**src/sram_tap_defs.svh**
```systemverilog
// constants for the scan port instruction logic
`ifndef SRAM_TAP_DEFS_SVH
`define SRAM_TAP_DEFS_SVH

`define IR_WIDTH            3
`define IR_CAPTURE_VALUE    3'h1
`define INSTR_EXTEST        3'h0
`define INSTR_IDCODE        3'h1
`define INSTR_SAMPLE_Z      3'h2
`define INSTR_RESERVED_LO   3'h3
`define INSTR_SAMPLE_PRE    3'h4
`define INSTR_PRIVATE       3'h5
`define INSTR_RESERVED_HI   3'h6
`define INSTR_BYPASS        3'h7
`define ID_WIDTH            32
`define BYPASS_CAPTURE      1'h0

`endif

```
**src/sram_tap_pkg.sv**
```systemverilog
// types shared by the scan port instruction logic
package sram_tap_pkg;

    typedef enum logic [3:0] {
        test_logic_reset,
        run_test_idle,
        select_dr,
        capture_dr,
        shift_dr,
        exit1_dr,
        pause_dr,
        exit2_dr,
        update_dr,
        select_ir,
        capture_ir,
        shift_ir,
        exit1_ir,
        pause_ir,
        exit2_ir,
        update_ir
    } tap_state_type;

endpackage : sram_tap_pkg

```
**src/sram_tap_instruction_logic.sv**
```systemverilog
// scan port controller with instruction register and data register selection
`timescale 1ns/100ps
`include "sram_tap_defs.svh"
module sram_tap_instruction_logic
    import sram_tap_pkg::*;
#(
    parameter int                   BSR_LEN   = 8,
    parameter logic [BSR_LEN-1:0]   PIN_MASK  = 8'h3f,
    parameter logic [BSR_LEN-1:0]   DEFAULTS  = 8'hff,
    // arbitrary identification value; bit 0 set as scan convention needs
    parameter logic [`ID_WIDTH-1:0] ID_VALUE  = 32'h0000_0001
) (
    input  wire logic               clk,
    input  wire logic               rst,
    input  wire logic               ce,
    input  wire logic               tck,
    input  wire logic               tms,
    input  wire logic               tdi,
    input  wire logic [BSR_LEN-1:0] pin_in,
    output logic                    tdo,
    output logic                    tdo_oe_n,
    output logic      [BSR_LEN-1:0] pin_out,
    output logic                    pin_drive,
    output logic                    pin_float,
    output logic      [`IR_WIDTH-1:0] active_instr
);

    // pin synchronisers; stage one is read only by stage two
    logic               tck_s1, tck_s2, tck_d;
    logic               tms_s1, tms_s2;
    logic               tdi_s1, tdi_s2;
    logic [BSR_LEN-1:0] pin_s1, pin_s2;

    always_ff @(posedge clk) begin
        if (rst) begin
            tck_s1 <= 1'b0;
            tck_s2 <= 1'b0;
            tck_d  <= 1'b0;
            tms_s1 <= 1'b1;
            tms_s2 <= 1'b1;
            tdi_s1 <= 1'b1;
            tdi_s2 <= 1'b1;
            pin_s1 <= '0;
            pin_s2 <= '0;
        end else if (ce) begin
            tck_s1 <= tck;
            tck_s2 <= tck_s1;
            tck_d  <= tck_s2;
            tms_s1 <= tms;
            tms_s2 <= tms_s1;
            tdi_s1 <= tdi;
            tdi_s2 <= tdi_s1;
            pin_s1 <= pin_in;
            pin_s2 <= pin_s1;
        end
    end

    wire tck_rise = tck_s2 & ~tck_d;
    wire tck_fall = ~tck_s2 & tck_d;

    // controller
    tap_state_type state, next_state;

    always_comb begin
        next_state = state;
        case (state)
            test_logic_reset: next_state = tms_s2 ? test_logic_reset : run_test_idle;
            run_test_idle:    next_state = tms_s2 ? select_dr : run_test_idle;
            select_dr:        next_state = tms_s2 ? select_ir : capture_dr;
            capture_dr:       next_state = tms_s2 ? exit1_dr : shift_dr;
            shift_dr:         next_state = tms_s2 ? exit1_dr : shift_dr;
            exit1_dr:         next_state = tms_s2 ? update_dr : pause_dr;
            pause_dr:         next_state = tms_s2 ? exit2_dr : pause_dr;
            exit2_dr:         next_state = tms_s2 ? update_dr : shift_dr;
            update_dr:        next_state = tms_s2 ? select_dr : run_test_idle;
            select_ir:        next_state = tms_s2 ? test_logic_reset : capture_ir;
            capture_ir:       next_state = tms_s2 ? exit1_ir : shift_ir;
            shift_ir:         next_state = tms_s2 ? exit1_ir : shift_ir;
            exit1_ir:         next_state = tms_s2 ? update_ir : pause_ir;
            pause_ir:         next_state = tms_s2 ? exit2_ir : pause_ir;
            exit2_ir:         next_state = tms_s2 ? update_ir : shift_ir;
            update_ir:        next_state = tms_s2 ? select_dr : run_test_idle;
            default:          next_state = test_logic_reset;
        endcase
    end

    // no test reset pin: power-up reset, or five tms-high edges, lands here
    always_ff @(posedge clk) begin
        if (rst) begin
            state <= test_logic_reset;
        end else if (ce && tck_rise) begin
            state <= next_state;
        end
    end

    // instruction register
    logic [`IR_WIDTH-1:0] ir_shift;
    logic [`IR_WIDTH-1:0] ir_active;

    wire in_tlr       = state == test_logic_reset;
    wire do_cap_ir    = tck_rise && state == capture_ir;
    wire do_shift_ir  = tck_rise && state == shift_ir;
    wire do_update_ir = tck_fall && state == update_ir;

    always_ff @(posedge clk) begin
        if (rst) begin
            ir_shift  <= `INSTR_IDCODE;
            ir_active <= `INSTR_IDCODE;
        end else if (ce) begin
            if (in_tlr) begin
                ir_active <= `INSTR_IDCODE;
            end else if (do_update_ir) begin
                ir_active <= ir_shift;
            end
            if (do_cap_ir) begin
                ir_shift <= `IR_CAPTURE_VALUE;
            end else if (do_shift_ir) begin
                ir_shift <= {tdi_s2, ir_shift[`IR_WIDTH-1:1]};
            end
        end
    end

    // decode; every code not listed below falls through to bypass
    wire is_extest   = ir_active == `INSTR_EXTEST;
    wire is_sample_z = ir_active == `INSTR_SAMPLE_Z;
    wire is_preload  = ir_active == `INSTR_SAMPLE_PRE;
    wire sel_id      = ir_active == `INSTR_IDCODE;
    wire sel_bsr     = is_extest | is_sample_z | is_preload;
    wire sel_bypass  = ~sel_id & ~sel_bsr;

    wire dr_capture = tck_rise && state == capture_dr;
    wire dr_shift   = tck_rise && state == shift_dr;
    wire dr_update  = tck_fall && state == update_dr;

    // bypass and identification registers
    logic                 bypass_bit;
    logic [`ID_WIDTH-1:0] id_reg;

    always_ff @(posedge clk) begin
        if (rst) begin
            bypass_bit <= `BYPASS_CAPTURE;
            id_reg     <= '0;
        end else if (ce) begin
            if (sel_bypass && dr_capture) begin
                bypass_bit <= `BYPASS_CAPTURE;
            end else if (sel_bypass && dr_shift) begin
                bypass_bit <= tdi_s2;
            end
            if (sel_id && dr_capture) begin
                id_reg <= ID_VALUE;
            end else if (sel_id && dr_shift) begin
                id_reg <= {tdi_s2, id_reg[`ID_WIDTH-1:1]};
            end
        end
    end

    // boundary register; pins are sampled through the synchronisers,
    // so a capture during pin transitions is harmless but not repeatable
    logic               bsr_serial;
    logic [BSR_LEN-1:0] bsr_parallel;

    boundary_cells #(
        .WIDTH    (BSR_LEN),
        .PIN_MASK (PIN_MASK),
        .DEFAULTS (DEFAULTS)
    ) cells (
        .clk          (clk),
        .rst          (rst),
        .ce           (ce),
        .capture      (sel_bsr && dr_capture),
        .shift        (sel_bsr && dr_shift),
        .update       (dr_update),
        .tdi          (tdi_s2),
        .pins         (pin_s2),
        .serial_out   (bsr_serial),
        .parallel_out (bsr_parallel)
    );

    // serial output mux
    wire in_shift  = state == shift_ir || state == shift_dr;
    wire dr_serial = sel_id ? id_reg[0] : (sel_bsr ? bsr_serial : bypass_bit);
    wire next_tdo  = (state == shift_ir) ? ir_shift[0] : dr_serial;

    always_ff @(posedge clk) begin
        if (rst) begin
            tdo      <= 1'b0;
            tdo_oe_n <= 1'b1;
        end else if (ce && tck_fall) begin
            tdo      <= next_tdo;
            tdo_oe_n <= ~in_shift;
        end
    end

    // pin control; inputs are only observed, never blocked
    wire   next_drive = is_extest;
    wire   next_float = is_sample_z;

    always_ff @(posedge clk) begin
        if (rst) begin
            pin_out      <= '0;
            pin_drive    <= 1'b0;
            pin_float    <= 1'b0;
            active_instr <= `INSTR_IDCODE;
        end else if (ce) begin
            pin_out      <= bsr_parallel;
            pin_drive    <= next_drive;
            pin_float    <= next_float;
            active_instr <= ir_active;
        end
    end

endmodule : sram_tap_instruction_logic

```
**src/boundary_cells.sv**
```systemverilog
// boundary scan register: capture, serial shift and parallel update latch
`timescale 1ns/100ps
module boundary_cells #(
    parameter int               WIDTH    = 8,
    parameter logic [WIDTH-1:0] PIN_MASK = {WIDTH{1'b1}},
    parameter logic [WIDTH-1:0] DEFAULTS = {WIDTH{1'b1}}
) (
    input  wire logic             clk,
    input  wire logic             rst,
    input  wire logic             ce,
    input  wire logic             capture,
    input  wire logic             shift,
    input  wire logic             update,
    input  wire logic             tdi,
    input  wire logic [WIDTH-1:0] pins,
    output logic                  serial_out,
    output logic      [WIDTH-1:0] parallel_out
);

    logic [WIDTH-1:0] cells;
    wire  [WIDTH-1:0] captured = (pins & PIN_MASK) | (DEFAULTS & ~PIN_MASK);

    assign serial_out = cells[0];

    always_ff @(posedge clk) begin
        if (rst) begin
            cells        <= '0;
            parallel_out <= '0;
        end else if (ce) begin
            if (capture) begin
                cells <= captured;
            end else if (shift) begin
                cells <= {tdi, cells[WIDTH-1:1]};
            end
            if (update) begin
                parallel_out <= cells;
            end
        end
    end

endmodule : boundary_cells

```
**config.mk**
```make
export PLATFORM = sky130hd
export DESIGN_NAME = sram_tap_instruction_logic
export DESIGN_NICKNAME = d
export VERILOG_FILES = /design/src/sram_tap_pkg.sv /design/src/sram_tap_instruction_logic.sv /design/src/boundary_cells.sv
export VERILOG_INCLUDE_DIRS = /design/src
export SDC_FILE = /design/constraint.sdc
export NUM_CORES = 1
export LEC_CHECK = 0
export ABC_AREA = 1
export CAP_MARGIN = 20
export CORE_ASPECT_RATIO = 2
export CORE_MARGIN = 2
export CORE_UTILIZATION = 40
export CTS_CLUSTER_SIZE = 30
export DETAILED_ROUTE_END_ITERATION = 7
export DONT_BUFFER_PORTS = 1
export PLACE_DENSITY = 0.55
export SYNTH_ARGS = -nofsm -noshare
export SYNTH_HDL_FRONTEND = slang
export SYNTH_SLANG_ARGS = --single-unit
```
**constraint.sdc**
```tcl
create_clock -name clk -period 1.6 [get_ports clk]
set_input_delay 0.32 -clock clk [delete_from_list [all_inputs] [get_ports clk]]
set_output_delay 0.32 -clock clk [all_outputs]
set_load 0.05 [all_outputs]
```
==> results of run 1 <==
power by group through the flow:
stage / clock, mW / sequential, mW / combinational, mW
floorplan: 0 / 2.49 / 0.141
global placement: 0 / 2.50 / 0.159
detailed placement: 0 / 2.50 / 0.162
CTS: 1.99 / 2.45 / 0.163
global route: 2.08 / 2.45 / 0.183
finish: 1.92 / 2.44 / 0.160
synthesized netlist by cell type, drive strengths merged:
cell type  number
a211oi          2
a21oi          55
buf            12
clkbuf         16
dfxtp          93
inv            31
nand2          91
nand3          22
nand3b          1
nand4           1
nor2          102
nor3            3
o211ai          9
o21a           19
o21ai          54
or3             1
worst paths after layout:
| path | endpoint |
|---|---|
| worst min register to register | tdi_s1$_SDFFE_PP1P_ |
| worst max register to register | id_reg[23]$_SDFFE_PP0P_ |
| worst max-delay path | id_reg[23]$_SDFFE_PP0P_ |
| worst min-delay path | state[1]$_SDFFE_PP0P_ |
layer usage:
metal  GRT usage  wire [µm]  vias to the layer above
met5           0          0                        -
met4      0.0770        191                        0
met3      0.0469        263                       11
met2       0.337       4800                       46
met1       0.187       3420                     1517
li1            -          -                     1701
cell type report:
| type | instances | area (µm²) |
|---|---|---|
| well taps | 104 | 130 |
| repair buffers | 24 | 234 |
| fillers | 965 | 5010 |
| inverters | 31 | 116 |
| clock inverters | 3 | 22.5 |
| flip-flops and latches | 93 | 1870 |
| multi-input cells | 360 | 1700 |
| clock buffers | 11 | 243 |
cells by family after synthesis:
family | share of synthesized area
flip-flops | 0.490
AO/OA/AOI/OAI | 0.203
buffers and inverters | 0.0662
AND/OR/NAND/NOR | 0.241
==> impl_metrics.env, run 1 <==
export IMPL_max_vdd_ir_drop_v=0.000799
export IMPL_fp_row_count=50
export IMPL_route_vias_total=3275
export IMPL_rsz0062_at_grt="no"
export IMPL_final_critical_path_setup_slack_ns=0.131
export IMPL_yosysWarnings=0
export IMPL_switching_share=0.226
export IMPL_critPathLaunchType="register"
export IMPL_design_portCount=29
export IMPL_power_clock_fraction=0.425
export IMPL_path_clk_slew_ns=0.06
export IMPL_synth_largest_type_area_fraction=0.490
export IMPL_reg2reg_depth=7
export IMPL_power_leakage_nw=1.81
export IMPL_most_common_layout_cells="sky130_fd_sc_hd__nor2_1 (95), sky130_fd_sc_hd__dfxtp_1 (90), sky130_fd_sc_hd__nand2_1 (88), sky130_fd_sc_hd__a21oi_1 (55), sky130_fd_sc_hd__o21ai_0 (42)"
export IMPL_globalRoute_totalOverflow=0
export IMPL_post_cts_hold_buffer_count=0
export IMPL_post_route_min_period_ns=1.47
export IMPL_critical_path_cell_count=7
export IMPL_syn_nets=526
export IMPL_p_comb_frac=0.035
export IMPL_power_density_nw_per_um2=1050
export IMPL_place_ws_ns=0.0793
export IMPL_post_cts_setup_buffers=0
export IMPL_design_area_um2=4310
export IMPL_final_cell_count_no_fill=626
export IMPL_grt_pass1_wl_mm=14.5
export IMPL_r2r_slack_ns=0.13
export IMPL_clock_sink_count=93
export IMPL_max_slew_worst_pin_slew_ns=0.540
export IMPL_avgViaCountPerCell=5.23
export IMPL_global_route_usage_over_all_layers=0.182
export IMPL_drive_gt1_frac=0.107
export IMPL_largest_register_ffs=32
export IMPL_cts_resized_gates=0
export IMPL_timing_max_slew_rel_slack=0.639
export IMPL_ys_ff_latch=93
export IMPL_power_share_sequential=0.540
export IMPL_synth_yosys_seq_area_share=0.490
export IMPL_worstPathMaxFanout=9
export IMPL_clock_latency_ns=0.34
export IMPL_cts_root_buffer="sky130_fd_sc_hd__clkbuf_16"
export IMPL_post_synth_num_cell_types=26
export IMPL_post_dp_hpwl_mm=6.18
export IMPL_instance_count_of_the_mapped_netlist=512
export IMPL_crit_arrival_ns=1.75
export IMPL_critical_path_cell_chain="nor2_1, nand2_1, inv_1, nand2_1, a211oi_2, buf_4, o21a_1"
export IMPL_cts_max_path_buffers=2
export IMPL_design_power_total_mw=4.53
export IMPL_initial_core_util=0.408
export IMPL_holdWs_ns=0.0451
export IMPL_cp_slowest_stage_delay_ns=0.37
export IMPL_net_switching_power_mw=1.02
export IMPL_hold_path_class="in -> reg"
export IMPL_initial_antenna_violation_count=0
export IMPL_syn_avg_cell_area_um2=7.42
export IMPL_final_core_util=0.462
export IMPL_port_buffer_count=0
export IMPL_dieArea_um2=10300
export IMPL_antenna_cells_inserted=0
export IMPL_grt_max_degree=39
export IMPL_drt_wirelength_per_cell_um=13.9
export IMPL_post_route_period_util=0.918
export IMPL_p_int_mw=3.51
export IMPL_final_nets=533
export IMPL_critPathSlowestCell="sky130_fd_sc_hd__dfxtp_1"
export IMPL_startpoint="ir_active[2]$_SDFFE_PP0P_"
export IMPL_post_synth_instance_area_um2=3800
export IMPL_die_width_um=72.9
export IMPL_largest_delay_share_family_worst_path="simple AND/OR/NAND/NOR gates"
export IMPL_holdCritStartpoint="rst"
export IMPL_fp_dieH_um=142
export IMPL_detail_route_drc_violations=0
export IMPL_layout_cells_most_common="sky130_fd_sc_hd__nor2_1"
export IMPL_cells_after_dpl=612
export IMPL_htreeDepth=3
export IMPL_drt_iter0_markers=119
export IMPL_finalHoldViolations=0
export IMPL_tritoncts_num_buffers=9
export IMPL_tritoncts="yes"
export IMPL_critPathMostFrequentCell="sky130_fd_sc_hd__nand2_1"
export IMPL_fmaxAchievable_mhz=681
export IMPL_postRouteWirelength_mm=8.68
export IMPL_final_setup_vio_count=0
export IMPL_worstReg2RegStart="ir_active[2]$_SDFFE_PP0P_"
export IMPL_areaGrowthSynthToFinish_pct=13.4
export IMPL_gp_congestion=0.861
export IMPL_timing_max_cap_violations=0
export IMPL_run_status="finished clean"
export IMPL_timing_setup_tns_ns=0
export IMPL_yosys_top_cell_by_area="sky130_fd_sc_hd__dfxtp_1"
export IMPL_core_um2=9320
export IMPL_via_count_of_the_first_global_routing_pass=3224
export IMPL_timing_setup_critical_path_class="reg -> reg"
export IMPL_critical_path_endpoint_type="register"
export IMPL_timing_critical_path_required_ns=1.88
export IMPL_final_setup_skew_ns=0.00684
export IMPL_place_area_um2=4030
export IMPL_synthTopCellsByArea="sky130_fd_sc_hd__dfxtp_1 (49%), sky130_fd_sc_hd__nor2_1 (9.4%), sky130_fd_sc_hd__nand2_1 (8.8%)"
export IMPL_firstDrtPassIters=4
export IMPL_timing_critical_path_buf_inv=2
export IMPL_worst_hold_path_num_cells=1
export IMPL_drv_slew=0
export IMPL_final_antenna_net_count=0
(Power assumes the default switching activity.)
==> run 2, diff against run 1 <==
Settings changed: REMOVE_ABC_BUFFERS set to 1.
==> impl_metrics.env, run 2 (same netlist as run 1, synthesis figures left out) <==
export IMPL_area_sequential_um2=1870
export IMPL_run_status="finished clean"
export IMPL_final_antenna_net_count=0
export IMPL_hold_path_class="in -> reg"
export IMPL_fp_row_count=50
export IMPL_global_route_usage_over_all_layers=0.181
export IMPL_final_setup_vio_count=0
export IMPL_reg2reg_depth=9
export IMPL_power_density_nw_per_um2=1100
export IMPL_power_leakage_nw=1.85
export IMPL_gp_congestion=0.896
export IMPL_post_cts_setup_buffers=0
export IMPL_grt_pass1_wl_mm=14.7
export IMPL_worstPathMaxFanout=7
export IMPL_final_cell_count_no_fill=633
export IMPL_largest_register_ffs=32
export IMPL_crit_arrival_ns=1.71
export IMPL_drt_wirelength_per_cell_um=13.5
export IMPL_htreeDepth=3
export IMPL_final_nets=538
export IMPL_critical_path_endpoint_type="register"
export IMPL_cts_max_path_buffers=2
export IMPL_max_slew_worst_pin_slew_ns=0.536
export IMPL_critPathLaunchType="register"
export IMPL_tritoncts="yes"
export IMPL_fp_dieH_um=142
export IMPL_cts_root_buffer="sky130_fd_sc_hd__clkbuf_16"
export IMPL_clock_sink_count=93
export IMPL_max_vdd_ir_drop_v=0.000846
export IMPL_drive_gt1_frac=0.123
export IMPL_post_route_period_util=0.928
export IMPL_core_um2=9320
export IMPL_initial_antenna_violation_count=0
export IMPL_detail_route_drc_violations=0
export IMPL_design_portCount=29
export IMPL_timing_setup_critical_path_class="reg -> reg"
export IMPL_cells_after_dpl=617
export IMPL_tritoncts_num_buffers=9
export IMPL_firstDrtPassIters=4
export IMPL_fmaxAchievable_mhz=673
export IMPL_initial_core_util=0.408
export IMPL_rsz0062_at_grt="yes"
export IMPL_most_common_layout_cells="sky130_fd_sc_hd__nor2_1 (94), sky130_fd_sc_hd__dfxtp_1 (90), sky130_fd_sc_hd__nand2_1 (89), sky130_fd_sc_hd__a21oi_1 (55), sky130_fd_sc_hd__o21ai_0 (42)"
export IMPL_timing_max_cap_violations=0
export IMPL_multi_input_area_um2=1700
export IMPL_timing_max_slew_rel_slack=0.642
export IMPL_port_buffer_count=0
export IMPL_areaGrowthSynthToFinish_pct=15.8
export IMPL_clock_latency_ns=0.34
export IMPL_post_route_min_period_ns=1.48
export IMPL_via_count_of_the_first_global_routing_pass=3177
export IMPL_finalHoldViolations=0
export IMPL_antenna_cells_inserted=0
export IMPL_avgViaCountPerCell=5.11
export IMPL_dieArea_um2=10300
export IMPL_layout_cells_most_common="sky130_fd_sc_hd__nor2_1"
export IMPL_timing_critical_path_required_ns=1.83
export IMPL_worst_hold_path_num_cells=1
export IMPL_globalRoute_totalOverflow=0
export IMPL_final_setup_skew_ns=0.00587
export IMPL_drt_iter0_markers=135
export IMPL_post_dp_hpwl_mm=5.97
export IMPL_path_clk_slew_ns=0.06
export IMPL_grt_max_degree=41
export IMPL_n_fill_cell=947
export IMPL_postRouteWirelength_mm=8.54
export IMPL_die_width_um=72.9
export IMPL_holdWs_ns=0.0485
export IMPL_drv_slew=0
export IMPL_route_vias_total=3237
run 2: cell types whose count changed in the layout (fill, tap and decap cells not counted), sizes merged:
cell,delta
buf,+5
clkinv,-2
clkinvlp,+2
clkbuf,+1
bufinv,+1
run 2: layer usage:
layer | vias to the layer above | wire length, µm | part of all wire | track usage
met1 | 1476 | 3440 | 0.40 | 0.191
met4 | 0 | 248 | 0.029 | 0.0887
met3 | 18 | 249 | 0.029 | 0.0391
met5 | - | 0 | 0 | 0
met2 | 38 | 4600 | 0.54 | 0.328
li1 | 1705 | - | - | -
run 2: timing repair:
| item | CTS | global route |
|---|---|---|
| setup endpoints to repair | 0 | 41 |
| endpoints found under the hold margin | 0 | 0 |
| hold buffers | 0 | 0 |
| resized for setup | 0 | 9 |
run 2: path summary, 6_finish.rpt:
path | from | endpoint | slack [ns]
worst min-delay path | rst | state[1]$_SDFFE_PP0P_ | 0.05
worst max register to register | state[0]$_SDFFE_PP0P_ | id_reg[4]$_SDFFE_PP0P_ | 0.12
worst max-delay path | state[0]$_SDFFE_PP0P_ | id_reg[4]$_SDFFE_PP0P_ | 0.12
worst min register to register | bypass_bit$_SDFFE_PP0P_ | bypass_bit$_SDFFE_PP0P_ | 0.46
run 2: layout make-up:
class,count,area share
Sequential cell,93,0.424
Multi-Input combinational cell,360,0.387
Clock buffer,12,0.0605
Timing Repair Buffer,29,0.0597
Tap cell,104,0.0296
Inverter,31,0.0270
Clock inverter,4,0.0122
run 2: stage by stage:
stage / TNS (ns) / area, µm² / setup WS (ns) / utilization / total power [mW]
after global routing: -0.0182 / 4400 / -0.0182 / 0.472 / 5.03
after floorplan: -16.29 / 3660 / -0.671 / - / 2.60
final: 0 / 4400 / 0.115 / 0.472 / 4.82
after CTS: 0 / 4380 / 0.0370 / 0.469 / 4.89
after global placement: 0 / 4060 / 0.0854 / 0.435 / 2.66
after detailed placement: 0 / 4060 / 0.0594 / 0.435 / 2.66
run 2: where the power goes:
group / internal [mW] / switching, mW
Clock: 1.34 / 0.877
Combinational: 0.0599 / 0.100
Sequential: 2.36 / 0.0801
Total: 3.77 / 1.06
run 2: critical path: stages (launching register included):
cell                      delay [ns]
sky130_fd_sc_hd__dfxtp_1        0.36
sky130_fd_sc_hd__nand2_1        0.11
sky130_fd_sc_hd__inv_2          0.07
sky130_fd_sc_hd__nand2_1        0.10
sky130_fd_sc_hd__nand2_2        0.13
sky130_fd_sc_hd__nand2_4        0.09
sky130_fd_sc_hd__nor2_8         0.19
sky130_fd_sc_hd__buf_4          0.17
sky130_fd_sc_hd__a21oi_1        0.06
sky130_fd_sc_hd__o21a_1         0.10
==> run 3, diff against run 2 <==
Settings changed: SETUP_SLACK_MARGIN set to 0.2.
==> impl_metrics.env, run 3 (same netlist as run 1, synthesis figures left out) <==
export IMPL_post_route_min_period_ns=1.43
export IMPL_initial_core_util=0.408
export IMPL_worstPathMaxFanout=15
export IMPL_cts_root_buffer="sky130_fd_sc_hd__clkbuf_16"
export IMPL_grt_pass1_wl_mm=14.9
export IMPL_htreeDepth=3
export IMPL_tritoncts_num_buffers=9
export IMPL_timing_max_cap_violations=0
export IMPL_critPathMostFrequentCell="sky130_fd_sc_hd__nand2_4"
export IMPL_antenna_cells_inserted=0
export IMPL_core_um2=9320
export IMPL_fp_row_count=50
export IMPL_design_area_um2=4500
export IMPL_crit_arrival_ns=1.66
export IMPL_tritoncts="yes"
export IMPL_final_nets=540
export IMPL_n_fill_cell=943
export IMPL_timing_max_slew_rel_slack=0.641
export IMPL_grt_max_degree=41
export IMPL_drv_slew=0
export IMPL_finalHoldViolations=0
export IMPL_drt_iter0_markers=123
export IMPL_via_count_of_the_first_global_routing_pass=3214
export IMPL_timing_setup_critical_path_class="reg -> reg"
export IMPL_global_route_usage_over_all_layers=0.184
export IMPL_route_vias_total=3299
export IMPL_post_route_period_util=0.892
export IMPL_most_common_layout_cells="sky130_fd_sc_hd__nor2_1 (91), sky130_fd_sc_hd__dfxtp_1 (89), sky130_fd_sc_hd__nand2_1 (84), sky130_fd_sc_hd__a21oi_1 (53), sky130_fd_sc_hd__o21ai_0 (42)"
export IMPL_initial_antenna_violation_count=0
export IMPL_power_leakage_nw=1.87
export IMPL_fp_dieH_um=142
export IMPL_port_buffer_count=0
export IMPL_avgViaCountPerCell=5.20
export IMPL_critPathSlowestCell="sky130_fd_sc_hd__dfxtp_4"
export IMPL_clock_sink_count=93
export IMPL_largest_register_ffs=32
export IMPL_die_width_um=72.9
export IMPL_cp_slowest_stage_delay_ns=0.37
export IMPL_max_slew_worst_pin_slew_ns=0.538
export IMPL_critical_path_endpoint_type="register"
export IMPL_globalRoute_totalOverflow=0
export IMPL_final_core_util=0.483
export IMPL_run_status="finished clean"
export IMPL_detail_route_drc_violations=0
export IMPL_power_density_nw_per_um2=1070
export IMPL_path_clk_slew_ns=0.07
export IMPL_multi_input_area_um2=1770
export IMPL_critical_path_cell_chain="nor2_2, nand2_2, nand2_4, nand2_4, nor2_8, buf_12, a21oi_1, o21a_1"
export IMPL_postRouteWirelength_mm=8.69
export IMPL_final_setup_vio_count=0
export IMPL_gp_congestion=0.896
export IMPL_layout_cells_most_common="sky130_fd_sc_hd__nor2_1"
export IMPL_design_portCount=29
export IMPL_hold_path_class="in -> reg"
export IMPL_drt_wirelength_per_cell_um=13.7
export IMPL_firstDrtPassIters=4
export IMPL_critPathLaunchType="register"
export IMPL_place_area_um2=4060
export IMPL_max_vdd_ir_drop_v=0.000849
export IMPL_areaGrowthSynthToFinish_pct=18.4
export IMPL_area_sequential_um2=1870
export IMPL_cts_max_path_buffers=2
export IMPL_design_power_total_mw=4.84
export IMPL_dieArea_um2=10300
export IMPL_drive_gt1_frac=0.149
export IMPL_post_dp_hpwl_mm=5.97
export IMPL_clock_latency_ns=0.34
export IMPL_final_setup_skew_ns=0.00600
export IMPL_timing_critical_path_required_ns=1.83
export IMPL_rsz0062_at_grt="yes"
export IMPL_final_antenna_net_count=0
export IMPL_fmaxAchievable_mhz=700
-- run 3: cell count changes in the layout (fill, tap and decap cells not counted), sizes merged --
cell	before	now
buf	29	31
-- run 3: metrics by stage --
stage                     setup slack, ns  TNS (ns)  hold WS, ns  instances
after global placement             0.0854         0        0.395        617
after detailed placement           0.0594         0        0.396        617
after floorplan                    -0.671    -16.29        0.389        484
final                               0.172         0       0.0477        635
after CTS                           0.171         0       0.0300        634
after global routing               0.0814         0       0.0243        635
-- run 3: final cells by class --
cell class | count | share of cell area
inverters | 31 | 0.0264
well taps | 104 | 0.0289
flip-flops and latches | 93 | 0.416
clock inverters | 4 | 0.0120
repair buffers | 31 | 0.0651
clock buffers | 12 | 0.0592
multi-input cells | 360 | 0.393
-- run 3: what timing repair did --
action | in CTS | in global routing
pin swaps | 1 | 1
buffers inserted | 1 | 1
endpoints found under the setup margin | 51 | 55
hold buffers | 0 | 0
resized for setup | 24 | 9
cloned | 0 | 0
-- run 3: power by group --
group	internal, mW	total (mW)	switching [mW]
clock	1.34	2.23	0.885
combinational	0.0632	0.168	0.105
sequential	2.36	2.44	0.0808
total	3.77	4.84	1.07
-- run 3: final timing paths --
kind,start,end,depth (start not counted),slack (ns)
max,state[3]$_SDFFE_PP0P_,id_reg[22]$_SDFFE_PP0P_,8,0.17
min,rst,state[3]$_SDFFE_PP0P_,1,0.05
max reg2reg,state[3]$_SDFFE_PP0P_,id_reg[22]$_SDFFE_PP0P_,8,0.17
min reg2reg,tdi_s1$_SDFFE_PP1P_,tdi_s1$_SDFFE_PP1P_,2,0.46
-- run 3: critical path, delay by kind of cell (launching register included) --
kind / cells / cell delay, ns
AOI/OAI and AO/OA: 2 / 0.17
buffers and inverters: 1 / 0.17
and+or+nand+nor: 5 / 0.61
DFF: 1 / 0.37
-- run 3: per-layer routing --
layer / global-route usage / wire length (µm) / vias to the layer above
met5: 0 / 0 / -
met3: 0.0391 / 284 / 17
li1: - / - / 1711
met2: 0.333 / 4720 / 52
met1: 0.194 / 3460 / 1519
met4: 0.0887 / 230 / 0
